### src/hdl/iop_pkg.sv
// shared constants, types and decode helpers for the port 3 / port 4 block
package iop_pkg;

  localparam int ADR_W = 18;

  // register indices; byte address is four times the index
  localparam logic [15:0] IDX_P4_DATA = 16'hffd7;
  localparam logic [15:0] IDX_P4_DIR = 16'hffe7;
  localparam logic [15:0] IDX_P3_DATA = 16'hfff0;
  localparam logic [15:0] IDX_P3_DIR = 16'hfff1;
  localparam logic [15:0] IDX_P3_PUC = 16'hfff2;
  localparam logic [15:0] IDX_P3_FUNC = 16'hfff3;
  localparam logic [15:0] IDX_SER_GP = 16'hfff4;
  localparam logic [15:0] IDX_PWR = 16'hfff5;

  // field positions in the port 3 function mode register
  localparam int FUNC_PWM_BIT = 0;
  localparam int FUNC_UD_BIT = 1;
  // lowest port 3 pin that keeps its state in the holding modes
  localparam int P3_RETAIN_LO = 3;

  // reset and fixed read values
  localparam logic [7:0] P4_DATA_RST = 8'hf8;
  localparam logic [7:0] P4_DIR_RST = 8'hf8;
  localparam logic [7:0] P3_RST = 8'h00;
  localparam logic [2:0] SER_GP_RST = 3'h7;
  localparam logic [3:0] P4_RD_HIGH = 4'hf;
  localparam logic [7:0] P4_DIR_RD = 8'hff;

  typedef enum logic [2:0] {
    MODE_ACTIVE = 3'h0,
    MODE_SUBACTIVE = 3'h1,
    MODE_SLEEP = 3'h2,
    MODE_SUBSLEEP = 3'h3,
    MODE_WATCH = 3'h4,
    MODE_STANDBY = 3'h5
  } iop_mode_e;

  typedef struct packed {
    logic [7:0] out;
    logic [7:0] oe;
    logic [7:0] pu;
  } iop_pin_s;

  typedef struct packed {
    logic [11:0] meta;
    logic [11:0] q;
  } iop_sync_s;

  typedef struct packed {
    logic ack;
    logic [31:0] rdata;
    logic [7:0] p3_dat;
    logic [7:0] p3_dir;
    logic [7:0] p3_puc;
    logic pwm_sel;
    logic ud_sel;
    logic [2:0] p4_dat;
    logic [2:0] p4_dir;
    logic [2:0] ser_gp;
    iop_mode_e mode;
    iop_pin_s p3;
    logic [2:0] p4_out;
    logic [2:0] p4_oe;
    logic ud_in;
  } iop_state_s;

  function automatic logic mode_holds(input iop_mode_e m);
    logic h;
    h = 1'b0;
    unique case (m)
      MODE_SLEEP, MODE_SUBSLEEP, MODE_WATCH: h = 1'b1;
      MODE_ACTIVE, MODE_SUBACTIVE, MODE_STANDBY: h = 1'b0;
      default: h = 1'b0;
    endcase
    return h;
  endfunction

  function automatic logic mode_standby(input iop_mode_e m);
    return m == MODE_STANDBY;
  endfunction

endpackage

### src/hdl/iop_ports34.sv
// port 3 pin control and port 4 data/direction with a classic wishbone slave
`timescale 1ns/1ps

// Overview of operation
// - pins 3.7-3.3 float in reset, float in standby unless pulled up, hold in sleep, subsleep and watch
// - in standby a port 3 pin with pull-up on drives high
// - port 3 pull-up on only when direction is 0 and control is 1
// - every port 3 pull-up is off after reset
// - port 4 has three two-way pins and one input-only pin
// - port 4 data resets to f8, top four bits read one, bit 3 read-only
// - port 4 data bit with direction 1 reads the latched value
// - port 4 data bit with direction 0 reads the pin level
// - port 4 direction 1 makes an output, 0 an input
// - port 4 settings act only while the serial control selects general use
// - port 4 direction register is write-only and reads all ones
// - port 4 direction resets to f8, pins start as inputs
module iop_ports34 (
  input logic sys_clk,
  input logic resetn,
  input logic [17:0] wb_adr_i,
  input logic [31:0] wb_dat_i,
  input logic [3:0] wb_sel_i,
  input logic wb_we_i,
  input logic wb_cyc_i,
  input logic wb_stb_i,
  output logic [31:0] wb_dat_o,
  output logic wb_ack_o,
  input logic [7:0] p3_pin_i,
  output logic [7:0] p3_pin_o,
  output logic [7:0] p3_pin_oe,
  output logic [7:0] p3_pullup_o,
  input logic [2:0] p4_pin_i,
  input logic p4_in3_i,
  output logic [2:0] p4_pin_o,
  output logic [2:0] p4_pin_oe,
  input logic pwm_level_i,
  output logic count_dir_o
);

  localparam iop_pkg::iop_state_s ST_RST = '{
    ack: 1'b0,
    rdata: 32'h0000_0000,
    p3_dat: iop_pkg::P3_RST,
    p3_dir: iop_pkg::P3_RST,
    p3_puc: iop_pkg::P3_RST,
    pwm_sel: 1'b0,
    ud_sel: 1'b0,
    p4_dat: iop_pkg::P4_DATA_RST[2:0],
    p4_dir: iop_pkg::P4_DIR_RST[2:0],
    ser_gp: iop_pkg::SER_GP_RST,
    mode: iop_pkg::MODE_ACTIVE,
    p3: '0,
    p4_out: 3'h0,
    p4_oe: 3'h0,
    ud_in: 1'b0
  };

  iop_pkg::iop_state_s st_r;
  iop_pkg::iop_state_s st_nxt;

  logic [11:0] pin_w;
  logic [7:0] p3_in_w;
  logic [2:0] p4_in_w;
  logic p4_in3_w;
  iop_pkg::iop_pin_s p3_nxt_w;
  logic req_w;
  logic first_w;
  logic wr_w;
  logic [7:0] wd_w;
  logic [2:0] p4_live_w;
  logic [7:0] p4_rd_w;
  logic [7:0] p3_rd_w;
  logic [31:0] rd_w;

  function automatic logic hit(input logic [17:0] a, input logic [15:0] idx);
    return a == {idx, 2'b00};
  endfunction

  // all pin inputs are asynchronous to sys_clk
  iop_sync2 u_sync (
    .sys_clk(sys_clk),
    .resetn(resetn),
    .d({p4_in3_i, p4_pin_i, p3_pin_i}),
    .q(pin_w)
  );

  assign p3_in_w = pin_w[7:0];
  assign p4_in_w = pin_w[10:8];
  assign p4_in3_w = pin_w[11];

  iop_p3_pins u_p3 (
    .dir(st_r.p3_dir),
    .dat(st_r.p3_dat),
    .puc(st_r.p3_puc),
    .pwm_sel(st_r.pwm_sel),
    .ud_sel(st_r.ud_sel),
    .pwm_level(pwm_level_i),
    .mode(st_r.mode),
    .prev(st_r.p3),
    .nxt(p3_nxt_w)
  );

  // bus handshake: data latched on the first cycle, write lands on the edge that ends the ack cycle
  assign req_w = wb_cyc_i & wb_stb_i;
  assign first_w = req_w & ~st_r.ack;
  assign wr_w = req_w & st_r.ack & wb_we_i & wb_sel_i[0];
  assign wd_w = wb_dat_i[7:0];

  // a port 4 pin reads its latch only when it is a general output
  assign p4_live_w = st_r.p4_dir & st_r.ser_gp;

  always_comb begin
    p4_rd_w[7:4] = iop_pkg::P4_RD_HIGH;
    p4_rd_w[3] = p4_in3_w;
    for (int i = 0; i < 3; i++) begin
      p4_rd_w[i] = p4_live_w[i] ? st_r.p4_dat[i] : p4_in_w[i];
    end
  end

  always_comb begin
    for (int i = 0; i < 8; i++) begin
      p3_rd_w[i] = st_r.p3_dir[i] ? st_r.p3_dat[i] : p3_in_w[i];
    end
  end

  always_comb begin
    rd_w = 32'h0000_0000;
    if (hit(wb_adr_i, iop_pkg::IDX_P4_DATA)) begin
      rd_w[7:0] = p4_rd_w;
    end else if (hit(wb_adr_i, iop_pkg::IDX_P4_DIR)) begin
      rd_w[7:0] = iop_pkg::P4_DIR_RD;
    end else if (hit(wb_adr_i, iop_pkg::IDX_P3_DATA)) begin
      rd_w[7:0] = p3_rd_w;
    end else if (hit(wb_adr_i, iop_pkg::IDX_P3_DIR)) begin
      rd_w[7:0] = st_r.p3_dir;
    end else if (hit(wb_adr_i, iop_pkg::IDX_P3_PUC)) begin
      rd_w[7:0] = st_r.p3_puc;
    end else if (hit(wb_adr_i, iop_pkg::IDX_P3_FUNC)) begin
      rd_w[iop_pkg::FUNC_PWM_BIT] = st_r.pwm_sel;
      rd_w[iop_pkg::FUNC_UD_BIT] = st_r.ud_sel;
    end else if (hit(wb_adr_i, iop_pkg::IDX_SER_GP)) begin
      rd_w[2:0] = st_r.ser_gp;
    end else if (hit(wb_adr_i, iop_pkg::IDX_PWR)) begin
      rd_w[2:0] = st_r.mode;
    end
  end

  always_comb begin
    st_nxt = st_r;
    st_nxt.ack = first_w;
    if (first_w) begin
      st_nxt.rdata = rd_w;
    end
    if (wr_w) begin
      if (hit(wb_adr_i, iop_pkg::IDX_P4_DATA)) begin
        st_nxt.p4_dat = wd_w[2:0];
      end
      if (hit(wb_adr_i, iop_pkg::IDX_P4_DIR)) begin
        st_nxt.p4_dir = wd_w[2:0];
      end
      if (hit(wb_adr_i, iop_pkg::IDX_P3_DATA)) begin
        st_nxt.p3_dat = wd_w;
      end
      if (hit(wb_adr_i, iop_pkg::IDX_P3_DIR)) begin
        st_nxt.p3_dir = wd_w;
      end
      if (hit(wb_adr_i, iop_pkg::IDX_P3_PUC)) begin
        st_nxt.p3_puc = wd_w;
      end
      if (hit(wb_adr_i, iop_pkg::IDX_P3_FUNC)) begin
        st_nxt.pwm_sel = wd_w[iop_pkg::FUNC_PWM_BIT];
        st_nxt.ud_sel = wd_w[iop_pkg::FUNC_UD_BIT];
      end
      if (hit(wb_adr_i, iop_pkg::IDX_SER_GP)) begin
        st_nxt.ser_gp = wd_w[2:0];
      end
      if (hit(wb_adr_i, iop_pkg::IDX_PWR)) begin
        st_nxt.mode = iop_pkg::iop_mode_e'(wd_w[2:0]);
      end
    end
    st_nxt.p3 = p3_nxt_w;
    st_nxt.p4_out = st_r.p4_dat;
    st_nxt.p4_oe = p4_live_w;
    st_nxt.ud_in = st_r.ud_sel & p3_in_w[1];
  end

  always_ff @(posedge sys_clk or negedge resetn) begin
    if (!resetn) begin
      st_r <= ST_RST;
    end else begin
      st_r <= st_nxt;
    end
  end

  assign wb_dat_o = st_r.rdata;
  assign wb_ack_o = st_r.ack;
  assign p3_pin_o = st_r.p3.out;
  assign p3_pin_oe = st_r.p3.oe;
  assign p3_pullup_o = st_r.p3.pu;
  assign p4_pin_o = st_r.p4_out;
  assign p4_pin_oe = st_r.p4_oe;
  assign count_dir_o = st_r.ud_in;

  logic p4_rd_go;
  logic p4d_rd_go;
  assign p4_rd_go = first_w & ~wb_we_i & hit(wb_adr_i, iop_pkg::IDX_P4_DATA);
  assign p4d_rd_go = first_w & ~wb_we_i & hit(wb_adr_i, iop_pkg::IDX_P4_DIR);
endmodule

### src/hdl/iop_sync2.sv
// two-stage synchroniser for all port input pins
`timescale 1ns/1ps
module iop_sync2 (
  input logic sys_clk,
  input logic resetn,
  input logic [11:0] d,
  output logic [11:0] q
);

  iop_pkg::iop_sync_s st_r;
  iop_pkg::iop_sync_s st_nxt;

  always_comb begin
    st_nxt = st_r;
    st_nxt.meta = d;
    st_nxt.q = st_r.meta;
  end

  always_ff @(posedge sys_clk or negedge resetn) begin
    if (!resetn) begin
      st_r <= '0;
    end else begin
      st_r <= st_nxt;
    end
  end

  assign q = st_r.q;

endmodule

### src/hdl/iop_p3_pins.sv
// next drive, enable and pull-up for the eight port 3 pins
`timescale 1ns/1ps
module iop_p3_pins (
  input logic [7:0] dir,
  input logic [7:0] dat,
  input logic [7:0] puc,
  input logic pwm_sel,
  input logic ud_sel,
  input logic pwm_level,
  input iop_pkg::iop_mode_e mode,
  input iop_pkg::iop_pin_s prev,
  output iop_pkg::iop_pin_s nxt
);

  logic [7:0] f_oe;
  logic [7:0] f_out;
  logic [7:0] pu_w;
  logic [7:0] oe_w;
  logic [7:0] out_w;
  logic hold;
  logic stby;

  assign hold = iop_pkg::mode_holds(mode);
  assign stby = iop_pkg::mode_standby(mode);
  assign f_oe = {dir[7:2], ~ud_sel & dir[1], pwm_sel | dir[0]};
  assign f_out = {dat[7:1], pwm_sel ? pwm_level : dat[0]};

  for (genvar i = 0; i < 8; i++) begin : g_pin
    assign pu_w[i] = ~dir[i] & puc[i];
    if (i >= iop_pkg::P3_RETAIN_LO) begin : g_hold
      assign oe_w[i] = stby ? pu_w[i] : hold ? prev.oe[i] : f_oe[i];
      assign out_w[i] = stby ? pu_w[i] : hold ? prev.out[i] : f_out[i];
    end else begin : g_live
      assign oe_w[i] = stby ? pu_w[i] : f_oe[i];
      assign out_w[i] = stby ? pu_w[i] : f_out[i];
    end
  end

  assign nxt = '{out: out_w, oe: oe_w, pu: pu_w};

endmodule

### config.mk
export PLATFORM = sky130hd
export DESIGN_NAME = iop_ports34
export DESIGN_NICKNAME = d
export VERILOG_FILES = /design/src/hdl/iop_pkg.sv /design/src/hdl/iop_ports34.sv /design/src/hdl/iop_sync2.sv /design/src/hdl/iop_p3_pins.sv
export SDC_FILE = /design/constraint.sdc
export NUM_CORES = 1
export LEC_CHECK = 0
export BUFFER_PORTS_ARGS = -buffer_cell sky130_fd_sc_hd__buf_4
export CAP_MARGIN = 10
export CORE_ASPECT_RATIO = 0.75
export CORE_UTILIZATION = 56
export DETAILED_ROUTE_END_ITERATION = 8
export PLACE_DENSITY = 0.85
export REMOVE_ABC_BUFFERS = 1
export SLEW_MARGIN = 20
export SYNTH_ARGS = -nofsm -noshare
export SYNTH_HDL_FRONTEND = slang
export SYNTH_HIERARCHICAL = 1
export SYNTH_SLANG_ARGS = --single-unit
### constraint.sdc
create_clock -name sys_clk -period 3.25 [get_ports sys_clk]
set_clock_uncertainty 0.15 [all_clocks]
set_input_delay 0 -clock sys_clk [delete_from_list [all_inputs] [get_ports sys_clk]]
set_output_delay 0 -clock sys_clk [all_outputs]
set_load 0.05 [all_outputs]
==> impl_metrics.csv <==
group,metric,value,unit
outcome,outcome,"finished clean",
setup_path,path_delay_family,"simple AND/OR/NAND/NOR gates",
clock_tree,cts_root_buffer,"clkbuf_16",
sta,drv_slew,0,
synthesis,ys_ff_latch,102,
detailed_routing,drt-initial-drc-count,165,
floorplan,num_rows,28,
clock_tree,clkSlewWorstSetupHoldPaths,0.06,ns
detailed_routing,routed_wirelength,10580,µm
synthesis,yosysSeqAreaShare,53.76,%
floorplan,start_util,59.01,%
detailed_routing,dr.pass1.iters,4,
clock_tree,clock_tree.buffer_depth,2,
global_routing,grt_usage,26.01,%
setup_path,arrival,2.62,ns
synthesis,syn_avg_cell_area,11.65,µm²
clock_tree,cts_tree,"built",
global_routing,grt_pass1_wl,16600,µm
placement,place.gp.congestion,0.8742,
global_routing,antenna_found_initial,0,
detailed_routing,ant_nets,0,
floorplan,core-area,8058,µm²
layout,nets,555,
synthesis,synthArstFlopShare,100.0,%
placement,port_buffers,84,
clock_tree,clock_latency,0.35,ns
layout,fill_cells,578,
sta,post-route-period-util,78.17,%
hold_path,hold_class,"input port to flop",
layout,regArea,2556,µm²
sta,worst_slew_pin_slew,0.7273,ns
global_routing,grt_pass1_vias,3236,
floorplan,die_x,108.4,µm
synthesis,synth_cell_types,52,
detailed_routing,dr_total_vias,3298,
clock_tree,cts_setup_buffers,0,
layout,antenna_cells,0,
pwr,ir_drop,0.0003588,V
setup_path,startpoint_type,"flop",
global_routing,grt_max_degree,55,
layout,multi_input_area,1727,µm²
sta,finalSetupViolations,0,
setup_path,cpPeakStageDelay,0.56,ns
floorplan,fp.dieArea,8867,µm²
synthesis,yosys_warnings,6,
pwr,cellPowerDensity,478.6,nW/µm²
placement,hpwl,7324,µm
sta,relSlewSlack,51.33,%
sta,fin_crit,2.540,ns
sta,tns,0,ns
setup_path,cp.required,3.33,ns
layout,final_util,70.76,%
clock_tree,clock_sinks,102,
setup_path,worstSetupEndpointType,"flop",
synthesis,synth-edff-count,0,
clock_tree,ctsResizeCount,0,
setup_path,path_class,"flop to flop",
setup_path,critPathMaxFanout,4,
global_routing,overflow,0,
layout,final_layout_size_suffix_gt1_share,34.22,%
synthesis,ys.flop_type,"dfrtp_1",
floorplan,ios,136,
setup_path,path_buf_inv,1,
detailed_routing,drc_errors,0,
setup_path,critical_path.cell_chain,"nand3_1, or2_2, or4_4, mux2_4, dlygate4sd3_1",
sta,rsz0062_at_grt,"no",
sta,fmax,393.6,MHz
detailed_routing,drt-wirelength-per-cell,17.84,µm
run,drv_cap,0,
setup_path,crit_slowest_cell,"dlygate4sd3_1",
synthesis,synth_cells,408,
floorplan,die_y,81.80,µm
layout,areaGrowthSynthToFinish,19.92,%
layout,stdcell_count,593,
sta,finalHoldViolations,0,
clock_tree,cts_buffers,9,
clock_tree,htree_levels,3,
detailed_routing,via_per_inst,5.562,
synthesis,netlist_area,4755,µm²
placement,dp_cells,552,
pwr,p_leak,0.002816,µW
==> worst reg2reg max path, stage by stage, from the launching register on <==
cell and delay, ns:
dfrtp_1 0.40, nand3_1 0.10, or2_2 0.35, or4_4 0.55, mux2_4 0.31, dlygate4sd3_1 0.56
==> sequential cells by signal (all words and copies together), names as in the netlist <==
register,cells
count_dir_o,1
p3_pin_o,8
p3_pin_oe,8
p3_pullup_o,8
p4_pin_o,3
p4_pin_oe,3
st_nxt,3
st_r,35
u_sync/q,12
u_sync/st_nxt,12
wb_ack_o,1
wb_dat_o,8
==> power breakdown <==
group | internal [µW] | leakage [µW] | switching (µW)
logic | 76.0 | 0.00130 | 151
clock network | 751 | 0.000159 | 454
registers | 1290 | 0.00135 | 8.77
total | 2120 | 0.00282 | 613
==> metrics by stage <==
step                      instance area [µm²]  hold WS [ns]  setup slack [ns]  power [µW]
final                                    5702       0.03467            0.7096        2729
after global routing                     5702       0.04438            0.6722        2820
after CTS                                5702       0.01584            0.7323        2757
after detailed placement                 5112      -0.07037             1.140        1526
after global placement                   5112      -0.08341             1.228        1519
after floorplan                          4313       -0.4456             1.095        1422
==> synthesized netlist by cell type (all sizes together) (5+ instances only) <==
master	number	area [µm²]
buf	70	516.7
nor2	14	52.55
a211oi	6	45.04
nand2b	7	43.79
o21ai	22	110.1
nor3	5	36.29
nor3b	6	56.31
o221ai	5	75.07
o21a	5	37.54
nand2	39	162.7
and2	5	31.28
nor2b	6	37.54
nand3	9	50.05
mux2	43	495.5
a21oi	14	70.07
a31oi	5	31.28
inv	7	26.28
dfrtp	99	2477
==> timing repair <==
action | 4_1_cts | 5_1_grt
hold buffers | 25 | 0
endpoints found under the hold margin | 104 | 0
endpoints found under the setup margin | 0 | 0
==> area by class of cell <==
cell class | count | area share (%)
clock inverter | 6 | 1.931
sequential | 102 | 44.83
timing repair buffer | 114 | 16.11
multi-input combinational | 248 | 30.28
tap | 105 | 2.304
inverter | 8 | 0.5267
clock buffer | 10 | 4.016
==> worst paths after layout <==
path                                       startpoint                       to  slack [ns]  depth (start not counted)
max                                wb_ack_o$_DFF_PN0_    st_nxt[4]$_DFFE_PN0P_        0.71                          5
min                                       wb_adr_i[0]  wb_dat_o[1]$_DFFE_PN0P_        0.03                          4
max reg2reg                        wb_ack_o$_DFF_PN0_    st_nxt[4]$_DFFE_PN0P_        0.71                          5
min reg2reg                u_sync/st_nxt[2]$_DFF_PN0_    u_sync/q[2]$_DFF_PN0_        0.20                          0
max in group asynchronous                      resetn     st_r[36]$_DFFE_PN1P_        2.02                          3
min in group asynchronous                      resetn    u_sync/q[5]$_DFF_PN0_        0.08                          2
==> cell usage in the layout (no fill, tap or decap), types with 6 or more instances in the layout <==
| cell | count |
|---|---|
| mux2_2 | 40 |
| conb_1 | 24 |
| a211oi_1 | 6 |
| nand3_1 | 8 |
| nor2b_1 | 6 |
| nor2_1 | 14 |
| o21ai_0 | 20 |
| clkbuf_16 | 9 |
| dfrtp_1 | 99 |
| buf_4 | 89 |
| nand2b_1 | 7 |
| inv_1 | 7 |
| nand2_1 | 38 |
| dlygate4sd3_1 | 25 |
| a21oi_1 | 14 |
==> metal layers <==
layer / global-route usage, % / part of all wire, % / vias up
met3: 6.984 / 7.6 / 16
met2: 42.04 / 49 / 139
met5: 0 / 0 / -
met1: 34.27 / 42 / 1650
li1: - / - / 1493
met4: 9.189 / 1.2 / 0
==> logic make-up (layout without fill, tap and decap cells) <==
family / after synthesis / after routing / share of synthesized area (%)
buffers and inverters: 81 / 138 / 11.74
other: 1 / 24 / 0.07887
AND/OR/NAND/NOR: 112 / 112 / 14.08
multiplexers: 46 / 46 / 11.05
AO/OA/AOI/OAI: 65 / 65 / 9.106
XOR/XNOR: 1 / 1 / 0.1842
flip-flops: 102 / 102 / 53.76
Power figures use the tool's default switching activity.
